## src/logic/ccmode_pkg.sv

```systemverilog
/*
 * Shared constants and types for the channel 3/4 mode configuration
 * block: register offsets, field positions, reset values, direction
 * codes, input filter tables and the packed channel configuration views.
 * Assumes a 32-bit classic Wishbone register bus with byte addresses.
 */
package ccmode_pkg;

   // Register bus geometry
   localparam int          ADR_W        = 8;
   localparam int          DAT_W        = 32;
   localparam int          SEL_W        = 4;

   // Register offsets (byte addresses)
   localparam logic [7:0]  MODE_OFS     = 8'h1c;
   localparam logic [7:0]  ENABLE_OFS   = 8'h20;
   localparam logic [7:0]  STATUS_OFS   = 8'h3c;

   // Reset values
   localparam logic [15:0] MODE_RST     = 16'h0000;
   localparam logic [15:0] ENABLE_RST   = 16'h0000;
   localparam logic [7:0]  COUNT_RST    = 8'h00;

   // Layout: each channel owns one byte of the mode register
   localparam int          CH_BYTE_W    = 8;
   localparam int          CH4_BYTE_LSB = 8;
   localparam int          SEL_LSB      = 0;
   localparam int          SEL_W_BITS   = 2;
   localparam int          FAST_POS     = 2;
   localparam int          PRELOAD_POS  = 3;
   localparam int          MODE_LSB     = 4;
   localparam int          CLEAR_POS    = 7;
   localparam int          DIVIDER_LSB  = 2;
   localparam int          FILTER_LSB   = 4;

   // Channel enable bits in the enable register
   localparam int          CH3_EN_POS   = 8;
   localparam int          CH4_EN_POS   = 12;

   // Status register fields
   localparam int          ST_LVL3_POS  = 0;
   localparam int          ST_LVL4_POS  = 1;
   localparam int          ST_REF3_POS  = 2;
   localparam int          ST_REF4_POS  = 3;
   localparam int          ST_CNT3_LSB  = 8;
   localparam int          ST_CNT4_LSB  = 16;

   // Filter code tables: log2 of sampling divider and run length
   localparam logic [2:0]  FLT_DIV_LOG2 [16] = '{
      3'h0, 3'h0, 3'h0, 3'h0, 3'h1, 3'h1, 3'h2, 3'h2,
      3'h3, 3'h3, 3'h4, 3'h4, 3'h4, 3'h5, 3'h5, 3'h5};
   localparam logic [3:0]  FLT_LEN      [16] = '{
      4'h1, 4'h2, 4'h4, 4'h8, 4'h6, 4'h8, 4'h6, 4'h8,
      4'h6, 4'h8, 4'h5, 4'h6, 4'h8, 4'h5, 4'h6, 4'h8};

   // Direction selector codes
   typedef enum logic [1:0] {
      DIR_OUTPUT   = 2'b00,
      DIR_IN_OWN   = 2'b01,
      DIR_IN_OTHER = 2'b10,
      DIR_IN_TRIG  = 2'b11
   } dir_t;

   // Channel byte seen as an output compare channel
   typedef struct packed {
      logic       clear_en;
      logic [2:0] compare_mode;
      logic       preload;
      logic       fast;
      dir_t       dir;
   } out_cfg_t;

   // Channel byte seen as an input capture channel
   typedef struct packed {
      logic [3:0] filter;
      logic [1:0] divider;
      dir_t       dir;
   } in_cfg_t;

endpackage

```

## src/logic/capture_input_cond.sv

```systemverilog
/*
 * Input conditioning for one capture channel: digital filter with a
 * selectable sampling divider and run length, rising edge detection and
 * an event divider that emits one capture pulse every 1, 2, 4 or 8 edges.
 * Assumes sample_in is already synchronous to sys_clk.
 */
`timescale 1ns/100ps
module capture_input_cond (
   // Clock and reset
   input  wire logic                 sys_clk,
   input  wire logic                 rstn,
   input  wire logic                 ce,
   // Configuration
   input  wire ccmode_pkg::in_cfg_t  cfg,
   input  wire logic                 capture_enable,
   // Signal
   input  wire logic                 sample_in,
   output logic                      filtered_level,
   output logic                      capture_pulse
);

   logic [4:0] div_cnt_ff,   nxt_div_cnt;
   logic [3:0] run_cnt_ff,   nxt_run_cnt;
   logic       level_ff,     nxt_level;
   logic       level_d_ff,   nxt_level_d;
   logic [2:0] psc_cnt_ff,   nxt_psc_cnt;
   logic       pulse_ff,     nxt_pulse;
   logic [4:0] div_max;
   logic [3:0] run_len;
   logic [2:0] psc_max;

   // Table lookup; code zero means run length one at full rate
   assign div_max = 5'((6'h01 << ccmode_pkg::FLT_DIV_LOG2[cfg.filter])
                       - 6'h01);
   assign run_len = ccmode_pkg::FLT_LEN[cfg.filter];
   assign psc_max = 3'((4'h1 << cfg.divider) - 4'h1);

   // Filter: new level only after run_len equal samples in a row
   always_comb begin
      nxt_div_cnt = div_cnt_ff;
      nxt_run_cnt = run_cnt_ff;
      nxt_level   = level_ff;
      if (div_cnt_ff >= div_max) begin
         nxt_div_cnt = 5'h00;
         if (sample_in == level_ff) begin
            nxt_run_cnt = 4'h0;
         end else if (run_cnt_ff + 4'h1 >= run_len) begin
            nxt_run_cnt = 4'h0;
            nxt_level   = sample_in;
         end else begin
            nxt_run_cnt = run_cnt_ff + 4'h1;
         end
      end else begin
         nxt_div_cnt = div_cnt_ff + 5'h01;
      end
   end

   // Edge detection and event division
   always_comb begin
      nxt_level_d = level_ff;
      nxt_psc_cnt = psc_cnt_ff;
      nxt_pulse   = 1'b0;
      if (!capture_enable) begin
         // Restart the division so a re-enable starts a clean count
         nxt_psc_cnt = 3'h0;
      end else if (level_ff && !level_d_ff) begin
         if (psc_cnt_ff >= psc_max) begin
            nxt_psc_cnt = 3'h0;
            nxt_pulse   = 1'b1;
         end else begin
            nxt_psc_cnt = psc_cnt_ff + 3'h1;
         end
      end
   end

   // Registers, frozen while ce is low
   always_ff @(posedge sys_clk) begin
      if (!rstn) begin
         div_cnt_ff <= 5'h00;
         run_cnt_ff <= 4'h0;
         level_ff   <= 1'b0;
         level_d_ff <= 1'b0;
         psc_cnt_ff <= 3'h0;
         pulse_ff   <= 1'b0;
      end else if (ce) begin
         div_cnt_ff <= nxt_div_cnt;
         run_cnt_ff <= nxt_run_cnt;
         level_ff   <= nxt_level;
         level_d_ff <= nxt_level_d;
         psc_cnt_ff <= nxt_psc_cnt;
         pulse_ff   <= nxt_pulse;
      end
   end

   assign filtered_level = level_ff;
   assign capture_pulse  = pulse_ff;

endmodule

```

## src/logic/ccmode_ch3_ch4_config.sv

```systemverilog
/*
 * Mode configuration for channels 3 and 4 of a capture/compare unit:
 * the 16-bit mode register, a channel enable register, a status view,
 * input source selection, capture conditioning and the output reference
 * clear and fast paths. Assumes a classic Wishbone master on sys_clk and
 * compare references computed by counter logic outside this block.
 */
// Decided for this implementation: the Wishbone register port and the register addresses.
// Summary of operation
// - Channel 3 selector bits change only while channel 3 is disabled.
// - Channel 4 selector 00 is output, 01 input four, 10 input three, 11 internal trigger only in trigger mode.
// - Channel 4 selector bits change only while channel 4 is disabled.
// - Channel 3 fast enable lets a trigger event reach its reference one stage early.
// - Channel 3 clear enable lets a high filtered external trigger force its reference low.
// - Channel 3 preload sits at bit 3 and its compare mode at bits 6 to 4.
// - Channel 4 fast at bit 10, buffer enable at 11, mode at 14 to 12, clear at 15.
// - Channel 3 capture fires once every 1, 2, 4 or 8 input edges per bits 3 to 2.
// - Input mode holds filter 3 at 7 to 4, divider 4 at 11 to 10, filter 4 at 15 to 12.
// - Filter code picks sampling divider and run length; zero is no filtering.
`timescale 1ns/100ps
module ccmode_ch3_ch4_config (
   // Clock and reset
   input  wire logic                            sys_clk,
   input  wire logic                            rstn,
   input  wire logic                            ce,
   // Wishbone slave
   input  wire logic                            wb_cyc_i,
   input  wire logic                            wb_stb_i,
   input  wire logic                            wb_we_i,
   input  wire logic [ccmode_pkg::ADR_W-1:0]    wb_adr_i,
   input  wire logic [ccmode_pkg::SEL_W-1:0]    wb_sel_i,
   input  wire logic [ccmode_pkg::DAT_W-1:0]    wb_dat_i,
   output logic      [ccmode_pkg::DAT_W-1:0]    wb_dat_o,
   output logic                                 wb_ack_o,
   // Timer inputs
   input  wire logic                            timer_input_three,
   input  wire logic                            timer_input_four,
   input  wire logic                            internal_trigger_source,
   input  wire logic                            internal_trigger_mode,
   input  wire logic                            filtered_external_trigger,
   input  wire logic                            trigger_event,
   // Raw compare references from the counter logic
   input  wire logic                            ch3_raw_reference,
   input  wire logic                            ch4_raw_reference,
   // Channel outputs
   output logic                                 ch3_output_reference,
   output logic                                 ch4_output_reference,
   output logic                                 ch3_capture_event,
   output logic                                 ch4_capture_event,
   // Configuration views for the counter logic
   output ccmode_pkg::out_cfg_t                 ch3_out_cfg,
   output ccmode_pkg::out_cfg_t                 ch4_out_cfg,
   output logic                                 ch3_is_input,
   output logic                                 ch4_is_input
);

   localparam int NCH = 2;

   logic [15:0]               mode_ff,   nxt_mode;
   logic [15:0]               enable_ff, nxt_enable;
   logic                      ack_ff,    nxt_ack;
   logic [ccmode_pkg::DAT_W-1:0] dat_ff, nxt_dat;
   logic [NCH-1:0]            raw_d_ff,  nxt_raw_d;
   logic [NCH-1:0]            ref_ff,    nxt_ref;
   logic [7:0]                cnt3_ff,   nxt_cnt3;
   logic [7:0]                cnt4_ff,   nxt_cnt4;

   ccmode_pkg::out_cfg_t      ocfg [NCH];
   ccmode_pkg::in_cfg_t       icfg [NCH];
   logic [NCH-1:0]            chan_en;
   logic [NCH-1:0]            raw_ref;
   logic [NCH-1:0]            src;
   logic [NCH-1:0]            level;
   logic [NCH-1:0]            cap;
   logic                      req;
   logic                      wr_take;
   logic [ccmode_pkg::DAT_W-1:0] status;

   // Byte views of the two channel configurations
   assign ocfg[0] = ccmode_pkg::out_cfg_t'(mode_ff[7:0]);
   assign ocfg[1] = ccmode_pkg::out_cfg_t'(
                       mode_ff[ccmode_pkg::CH4_BYTE_LSB +:
                               ccmode_pkg::CH_BYTE_W]);
   assign icfg[0] = ccmode_pkg::in_cfg_t'(mode_ff[7:0]);
   assign icfg[1] = ccmode_pkg::in_cfg_t'(
                       mode_ff[ccmode_pkg::CH4_BYTE_LSB +:
                               ccmode_pkg::CH_BYTE_W]);
   assign chan_en = {enable_ff[ccmode_pkg::CH4_EN_POS],
                     enable_ff[ccmode_pkg::CH3_EN_POS]};
   assign raw_ref = {ch4_raw_reference, ch3_raw_reference};

   // Input source selection; trigger source is dead outside trigger mode
   always_comb begin
      src = '0;
      unique case (ocfg[0].dir)
         ccmode_pkg::DIR_OUTPUT:   src[0] = 1'b0;
         ccmode_pkg::DIR_IN_OWN:   src[0] = timer_input_three;
         ccmode_pkg::DIR_IN_OTHER: src[0] = timer_input_four;
         ccmode_pkg::DIR_IN_TRIG:  src[0] = internal_trigger_source &
                                            internal_trigger_mode;
      endcase
      unique case (ocfg[1].dir)
         ccmode_pkg::DIR_OUTPUT:   src[1] = 1'b0;
         ccmode_pkg::DIR_IN_OWN:   src[1] = timer_input_four;
         ccmode_pkg::DIR_IN_OTHER: src[1] = timer_input_three;
         ccmode_pkg::DIR_IN_TRIG:  src[1] = internal_trigger_source &
                                            internal_trigger_mode;
      endcase
   end

   // One conditioner per channel; capture only while input and enabled
   genvar g;
   generate
      for (g = 0; g < NCH; g++) begin : g_cond
         capture_input_cond u_cond (
            .sys_clk        (sys_clk),
            .rstn           (rstn),
            .ce             (ce),
            .cfg            (icfg[g]),
            .capture_enable (chan_en[g] &&
                             icfg[g].dir != ccmode_pkg::DIR_OUTPUT),
            .sample_in      (src[g]),
            .filtered_level (level[g]),
            .capture_pulse  (cap[g])
         );
      end
   endgenerate

   // Bus decode; the write lands on the edge that sees ack high
   assign req     = wb_cyc_i && wb_stb_i;
   assign wr_take = req && wb_we_i && ack_ff;

   // Status word shows live block state
   always_comb begin
      status = '0;
      status[ccmode_pkg::ST_LVL3_POS] = level[0];
      status[ccmode_pkg::ST_LVL4_POS] = level[1];
      status[ccmode_pkg::ST_REF3_POS] = ref_ff[0];
      status[ccmode_pkg::ST_REF4_POS] = ref_ff[1];
      status[ccmode_pkg::ST_CNT3_LSB +: 8] = cnt3_ff;
      status[ccmode_pkg::ST_CNT4_LSB +: 8] = cnt4_ff;
   end

   // Register file next state and read mux
   always_comb begin
      nxt_mode   = mode_ff;
      nxt_enable = enable_ff;
      nxt_ack    = req && !ack_ff;
      nxt_dat    = dat_ff;
      if (wr_take && wb_adr_i == ccmode_pkg::MODE_OFS) begin
         if (wb_sel_i[0]) begin
            nxt_mode[7:0] = wb_dat_i[7:0];
            // Direction held while the channel runs
            if (chan_en[0]) begin
               nxt_mode[ccmode_pkg::SEL_LSB +: ccmode_pkg::SEL_W_BITS] =
                  mode_ff[ccmode_pkg::SEL_LSB +:
                          ccmode_pkg::SEL_W_BITS];
            end
         end
         if (wb_sel_i[1]) begin
            nxt_mode[15:8] = wb_dat_i[15:8];
            if (chan_en[1]) begin
               nxt_mode[ccmode_pkg::CH4_BYTE_LSB +:
                        ccmode_pkg::SEL_W_BITS] =
                  mode_ff[ccmode_pkg::CH4_BYTE_LSB +:
                          ccmode_pkg::SEL_W_BITS];
            end
         end
      end
      if (wr_take && wb_adr_i == ccmode_pkg::ENABLE_OFS && wb_sel_i[1]) begin
         nxt_enable[ccmode_pkg::CH3_EN_POS] =
            wb_dat_i[ccmode_pkg::CH3_EN_POS];
         nxt_enable[ccmode_pkg::CH4_EN_POS] =
            wb_dat_i[ccmode_pkg::CH4_EN_POS];
      end
      // Read data captured with the ack so it is stable while ack is high
      if (req && !ack_ff) begin
         if (wb_adr_i == ccmode_pkg::MODE_OFS) begin
            nxt_dat = {16'h0000, mode_ff};
         end else if (wb_adr_i == ccmode_pkg::ENABLE_OFS) begin
            nxt_dat = {16'h0000, enable_ff};
         end else if (wb_adr_i == ccmode_pkg::STATUS_OFS) begin
            nxt_dat = status;
         end else begin
            nxt_dat = '0; // Unmapped: acked, reads zero
         end
      end
   end

   // Register file storage
   always_ff @(posedge sys_clk) begin
      if (!rstn) begin
         mode_ff   <= ccmode_pkg::MODE_RST;
         enable_ff <= ccmode_pkg::ENABLE_RST;
         ack_ff    <= 1'b0;
         dat_ff    <= '0;
      end else if (ce) begin
         mode_ff   <= nxt_mode;
         enable_ff <= nxt_enable;
         ack_ff    <= nxt_ack;
         dat_ff    <= nxt_dat;
      end
   end

   // Output reference: clear beats fast, fast bypasses one stage
   always_comb begin
      nxt_raw_d = raw_ref;
      nxt_ref   = '0;
      for (int i = 0; i < NCH; i++) begin
         if (ocfg[i].dir != ccmode_pkg::DIR_OUTPUT) begin
            nxt_ref[i] = 1'b0; // Reference idles low in input mode
         end else if (ocfg[i].clear_en && filtered_external_trigger) begin
            nxt_ref[i] = 1'b0;
         end else if (ocfg[i].fast && trigger_event) begin
            nxt_ref[i] = raw_ref[i];
         end else begin
            nxt_ref[i] = raw_d_ff[i];
         end
      end
   end

   // Capture counters wrap; they only give software a sign of life
   always_comb begin
      nxt_cnt3 = cap[0] ? cnt3_ff + 8'h01 : cnt3_ff;
      nxt_cnt4 = cap[1] ? cnt4_ff + 8'h01 : cnt4_ff;
   end

   // Reference pipeline and counters
   always_ff @(posedge sys_clk) begin
      if (!rstn) begin
         raw_d_ff <= '0;
         ref_ff   <= '0;
         cnt3_ff  <= ccmode_pkg::COUNT_RST;
         cnt4_ff  <= ccmode_pkg::COUNT_RST;
      end else if (ce) begin
         raw_d_ff <= nxt_raw_d;
         ref_ff   <= nxt_ref;
         cnt3_ff  <= nxt_cnt3;
         cnt4_ff  <= nxt_cnt4;
      end
   end

   // Outputs
   assign wb_dat_o             = dat_ff;
   assign wb_ack_o             = ack_ff;
   assign ch3_output_reference = ref_ff[0];
   assign ch4_output_reference = ref_ff[1];
   assign ch3_capture_event    = cap[0];
   assign ch4_capture_event    = cap[1];
   assign ch3_out_cfg          = ocfg[0];
   assign ch4_out_cfg          = ocfg[1];
   assign ch3_is_input         = ocfg[0].dir != ccmode_pkg::DIR_OUTPUT;
   assign ch4_is_input         = ocfg[1].dir != ccmode_pkg::DIR_OUTPUT;

endmodule

```

## config.mk

```make
export PLATFORM = sky130hd
export DESIGN_NAME = ccmode_ch3_ch4_config
export DESIGN_NICKNAME = d
export VERILOG_FILES = /design/src/logic/ccmode_pkg.sv /design/src/logic/capture_input_cond.sv /design/src/logic/ccmode_ch3_ch4_config.sv
export SDC_FILE = /design/constraint.sdc
export NUM_CORES = 1
export LEC_CHECK = 0
export ABC_AREA = 1
export BUFFER_PORTS_ARGS = -buffer_cell sky130_fd_sc_hd__buf_2
export CAP_MARGIN = 20
export CORE_UTILIZATION = 50
export DETAILED_ROUTE_END_ITERATION = 12
export PLACE_DENSITY = 0.77
export SLEW_MARGIN = 20
export SYNTH_ARGS = -nofsm -noshare
export SYNTH_HDL_FRONTEND = slang
export SYNTH_SLANG_ARGS = --single-unit
export TNS_END_PERCENT = 5
```

## constraint.sdc

```tcl
create_clock -name sys_clk -period 2 [get_ports sys_clk]
set_input_delay 0.2 -clock sys_clk [delete_from_list [all_inputs] [get_ports sys_clk]]
set_output_delay 0.2 -clock sys_clk [all_outputs]
set_load 0.05 [all_outputs]
```

==> results.toml <==
[die]
fp.dieW_um = 107
initial_core_util = 0.524
ios = 113
num_rows = 37
die-height_um = 107
core-area_sq_um = 10500
die_area_sq_um = 11400

[global_routing]
grt-ovfl-total = 0
grt_max_degree = 33
antenna_found_initial = 1
grt_first_pass_wirelength_um = 22000
grt_usage = 0.242
grt_pass1_vias = 4823

[routing]
via_per_inst = 5.03
wl_um = 13100
vias = 5321
drc_errors = 0
detail-route-antenna-nets = 0
drtIter0Drc = 278
drtPass1Iterations = 4
wl_per_cell_um = 12.4

[worst_hold_path]
worstHoldPathCells = 3
hp-start = "wb_dat_i[1]"
hold_path_end = "mode_ff[1]$_SDFFE_PN0P_"
hold_path_class = "input pin to flip-flop"

[cells_and_area]
layout-drive-gt1-share = 0.243
final_cell_mix = "193 x nand2_1, 102 x nor2_1, 86 x buf_2, 85 x dfxtp_1, 81 x inv_1"
fin_area_sq_um = 6600
final_common_cell = "nand2_1"
nets = 1017
syn_to_final_growth_pct = 19.9
instances_no_fill = 1057

[sta]
setup_viol = 12
max_freq_mhz = 481
tns_ns = -0.278
finalHoldViolations = 0
finalMaxSlewViolations = 0
setup_slack_ns = -0.0792
finClkSkew_ns = 0.00991
period_share = 1.04
rsz0062_at_grt = "true"
period_needed_ns = 2.08

[setup_path]
crit_slowest_cell = "dfxtp_4"
crit_path_max_fanout = 6
cp.arrival_ns = 2.38
cp_top_family = "simple AND/OR/NAND/NOR gates"
r2r-start = "mode_ff[13]$_SDFFE_PN0P_"
cp_num_buf_inv = 2
reg2reg_to = "g_cond[1].u_cond.filtered_level$_SDFFE_PN0P_"
cp.required_ns = 2.30
reg2reg_setup_slack_ns = -0.08
startpoint_type = "flip-flop"
r2r_cells = 14
endpoint_kind = "flip-flop"
criticalPathCategory = "flip-flop to flip-flop"
critical-path-max-stage-delay_ns = 0.39
crit_chain = "inv_8 -> ha_4 -> a21oi_2 -> o21ai_2 -> o21ai_1 -> a31oi_1 -> ha_1 -> nand2_1 -> nor2_2 -> nand3b_1 -> nand2_1 -> nand2_1 -> inv_1 -> nor2_1"
crit_top_cell = "nand2_1"

[placement]
hpwl_um = 9960
post_dp_cell_area_sq_um = 6290
gp_congestion = 0.905
dp_worst_setup_slack_ns = -0.139
io_buffers = 86
dp_cells = 1038

[cts]
cts_made_buffers = 9
clk_pin_slew_ns = 0.10
htree_levels = 3
clock_latency_ns = 0.37
cts_sinks = 93
max-clock-path-buffers = 2
cts_root_buf = "clkbuf_8"
cts_tree = "yes"

[status]
status = "complete, but fails checks"
violations = "setup timing"

[yosys]
synth_cell_types = 38
syn_inst = 802
synth_area_per_cell_sq_um = 6.87
synth_top_area_cell = "dfxtp_1"
ys.flop_type = "dfxtp_1"
async_flop_share = 0
ys_ff_latch = 93
ys_seq_area_frac = 0.338
yosysWarnings = 0
synth_area_sq_um = 5510
synth-edff-count = 0
yosys-top-cells-area = "dfxtp_1 34%, nand2_1 14%, ha_1 10%"
yosys.area.top_type_share = 0.338

[power]
static-leakage-power_nw = 3.22
ir_drop_uv = 431
power_density_nw_per_um2 = 528
totalPowerFinal_w = 0.00348

[run]
drv_cap = 0
[cell families (layout without fill, tap and decap cells)]
| kind of cell | after synthesis | after routing | share of synthesized area |
|---|---|---|---|
| AOI/OAI and AO/OA | 115 | 115 | 0.114 |
| xor gates and xnor gates | 12 | 12 | 0.0191 |
| adders and majority gates | 44 | 44 | 0.100 |
| buffers and inverters | 127 | 238 | 0.104 |
| DFF | 93 | 93 | 0.338 |
| other | 1 | 9 | 0.000681 |
| and+or+nand+nor | 410 | 410 | 0.324 |
[flip-flops by register name, indices dropped and copies added (netlist names)]
signal and count:
wb_dat_o 24, mode_ff 16, g_cond.u_cond.div_cnt_ff 10, cnt3_ff 8, cnt4_ff 8, g_cond.u_cond.run_cnt_ff 8, g_cond.u_cond.psc_cnt_ff 6, enable_ff 2
g_cond.u_cond.capture_pulse 2, g_cond.u_cond.filtered_level 2, g_cond.u_cond.level_d_ff 2, raw_d_ff 2, ref_ff 2, wb_ack_o 1
[routing by layer]
metal	share of wire	GRT usage	vias to the layer above	wire length (um)
li1	-	-	2786	-
met1	0.48	0.315	2405	6240
met2	0.46	0.406	112	6070
met3	0.045	0.0432	18	595
met4	0.016	0.0753	0	209
met5	0	0	-	0
[where the power goes]
group          internal, W  switching, W
Sequential         0.00186     0.0000142
Combinational    0.0000836      0.000217
Clock             0.000618      0.000693
Total              0.00256      0.000924
[cell usage after synthesis, types with 3 or more instances]
cell      count
nand4_1      12
o21ai_1       3
clkbuf_1      7
inv_2         7
a21oi_1      55
nand2_1     200
nand2_2      10
o21ai_0      37
buf_6         4
nor2_1      108
nand3b_1      3
inv_1        88
buf_2         6
nor2_4        5
o211ai_1      8
dfxtp_1      93
buf_4        12
nor2_2        7
nand3_1      56
o21bai_1      3
ha_1         44
xor2_1       10
nand3_2       4
[repair_timing]
action | 4_1_cts | 5_1_grt
hold endpoints to repair | 0 | 0
pin swaps | 22 | 3
setup endpoints to repair | 13 | 19
resized for setup | 21 | 8
hold buffers | 0 | 0
setup buffers | 2 | 0
[tightest hold or removal path, delay by kind of cell]
family,cells,cell delay (ns)
AND/OR/NAND/NOR,2,0.11
buffers and inverters,1,0.07
[cell type report]
class	instances	area (sq um)
clock inverters	5	57.6
flip-flops and latches	93	1890
fillers	998	3910
multi-input cells	589	3240
inverters	97	379
repair buffers	125	723
well taps	136	170
clock buffers	11	141
diodes	1	2.50
[worst max-delay path by stage]
stage	start	endpoint	depth (start not counted)
floorplan	mode_ff[15]$_SDFFE_PN0P_	g_cond[1].u_cond.filtered_level$_SDFFE_PN0P_	15
global placement	mode_ff[5]$_SDFFE_PN0P_	g_cond[0].u_cond.filtered_level$_SDFFE_PN0P_	15
detailed placement	mode_ff[5]$_SDFFE_PN0P_	g_cond[0].u_cond.filtered_level$_SDFFE_PN0P_	15
CTS	mode_ff[12]$_SDFFE_PN0P_	g_cond[1].u_cond.run_cnt_ff[3]$_SDFFE_PN0P_	14
global route	mode_ff[5]$_SDFFE_PN0P_	g_cond[0].u_cond.run_cnt_ff[3]$_SDFFE_PN0P_	12
finish	mode_ff[13]$_SDFFE_PN0P_	g_cond[1].u_cond.filtered_level$_SDFFE_PN0P_	14
[stage by stage]
step	utilization	hold slack, ns
finish	0.628	0.0429
global route	0.628	0.0199
detailed placement	0.598	0.425
floorplan	-	0.334
global placement	0.598	0.422
CTS	0.626	0.0366
No activity file was read; power rests on OpenSTA's default activity.
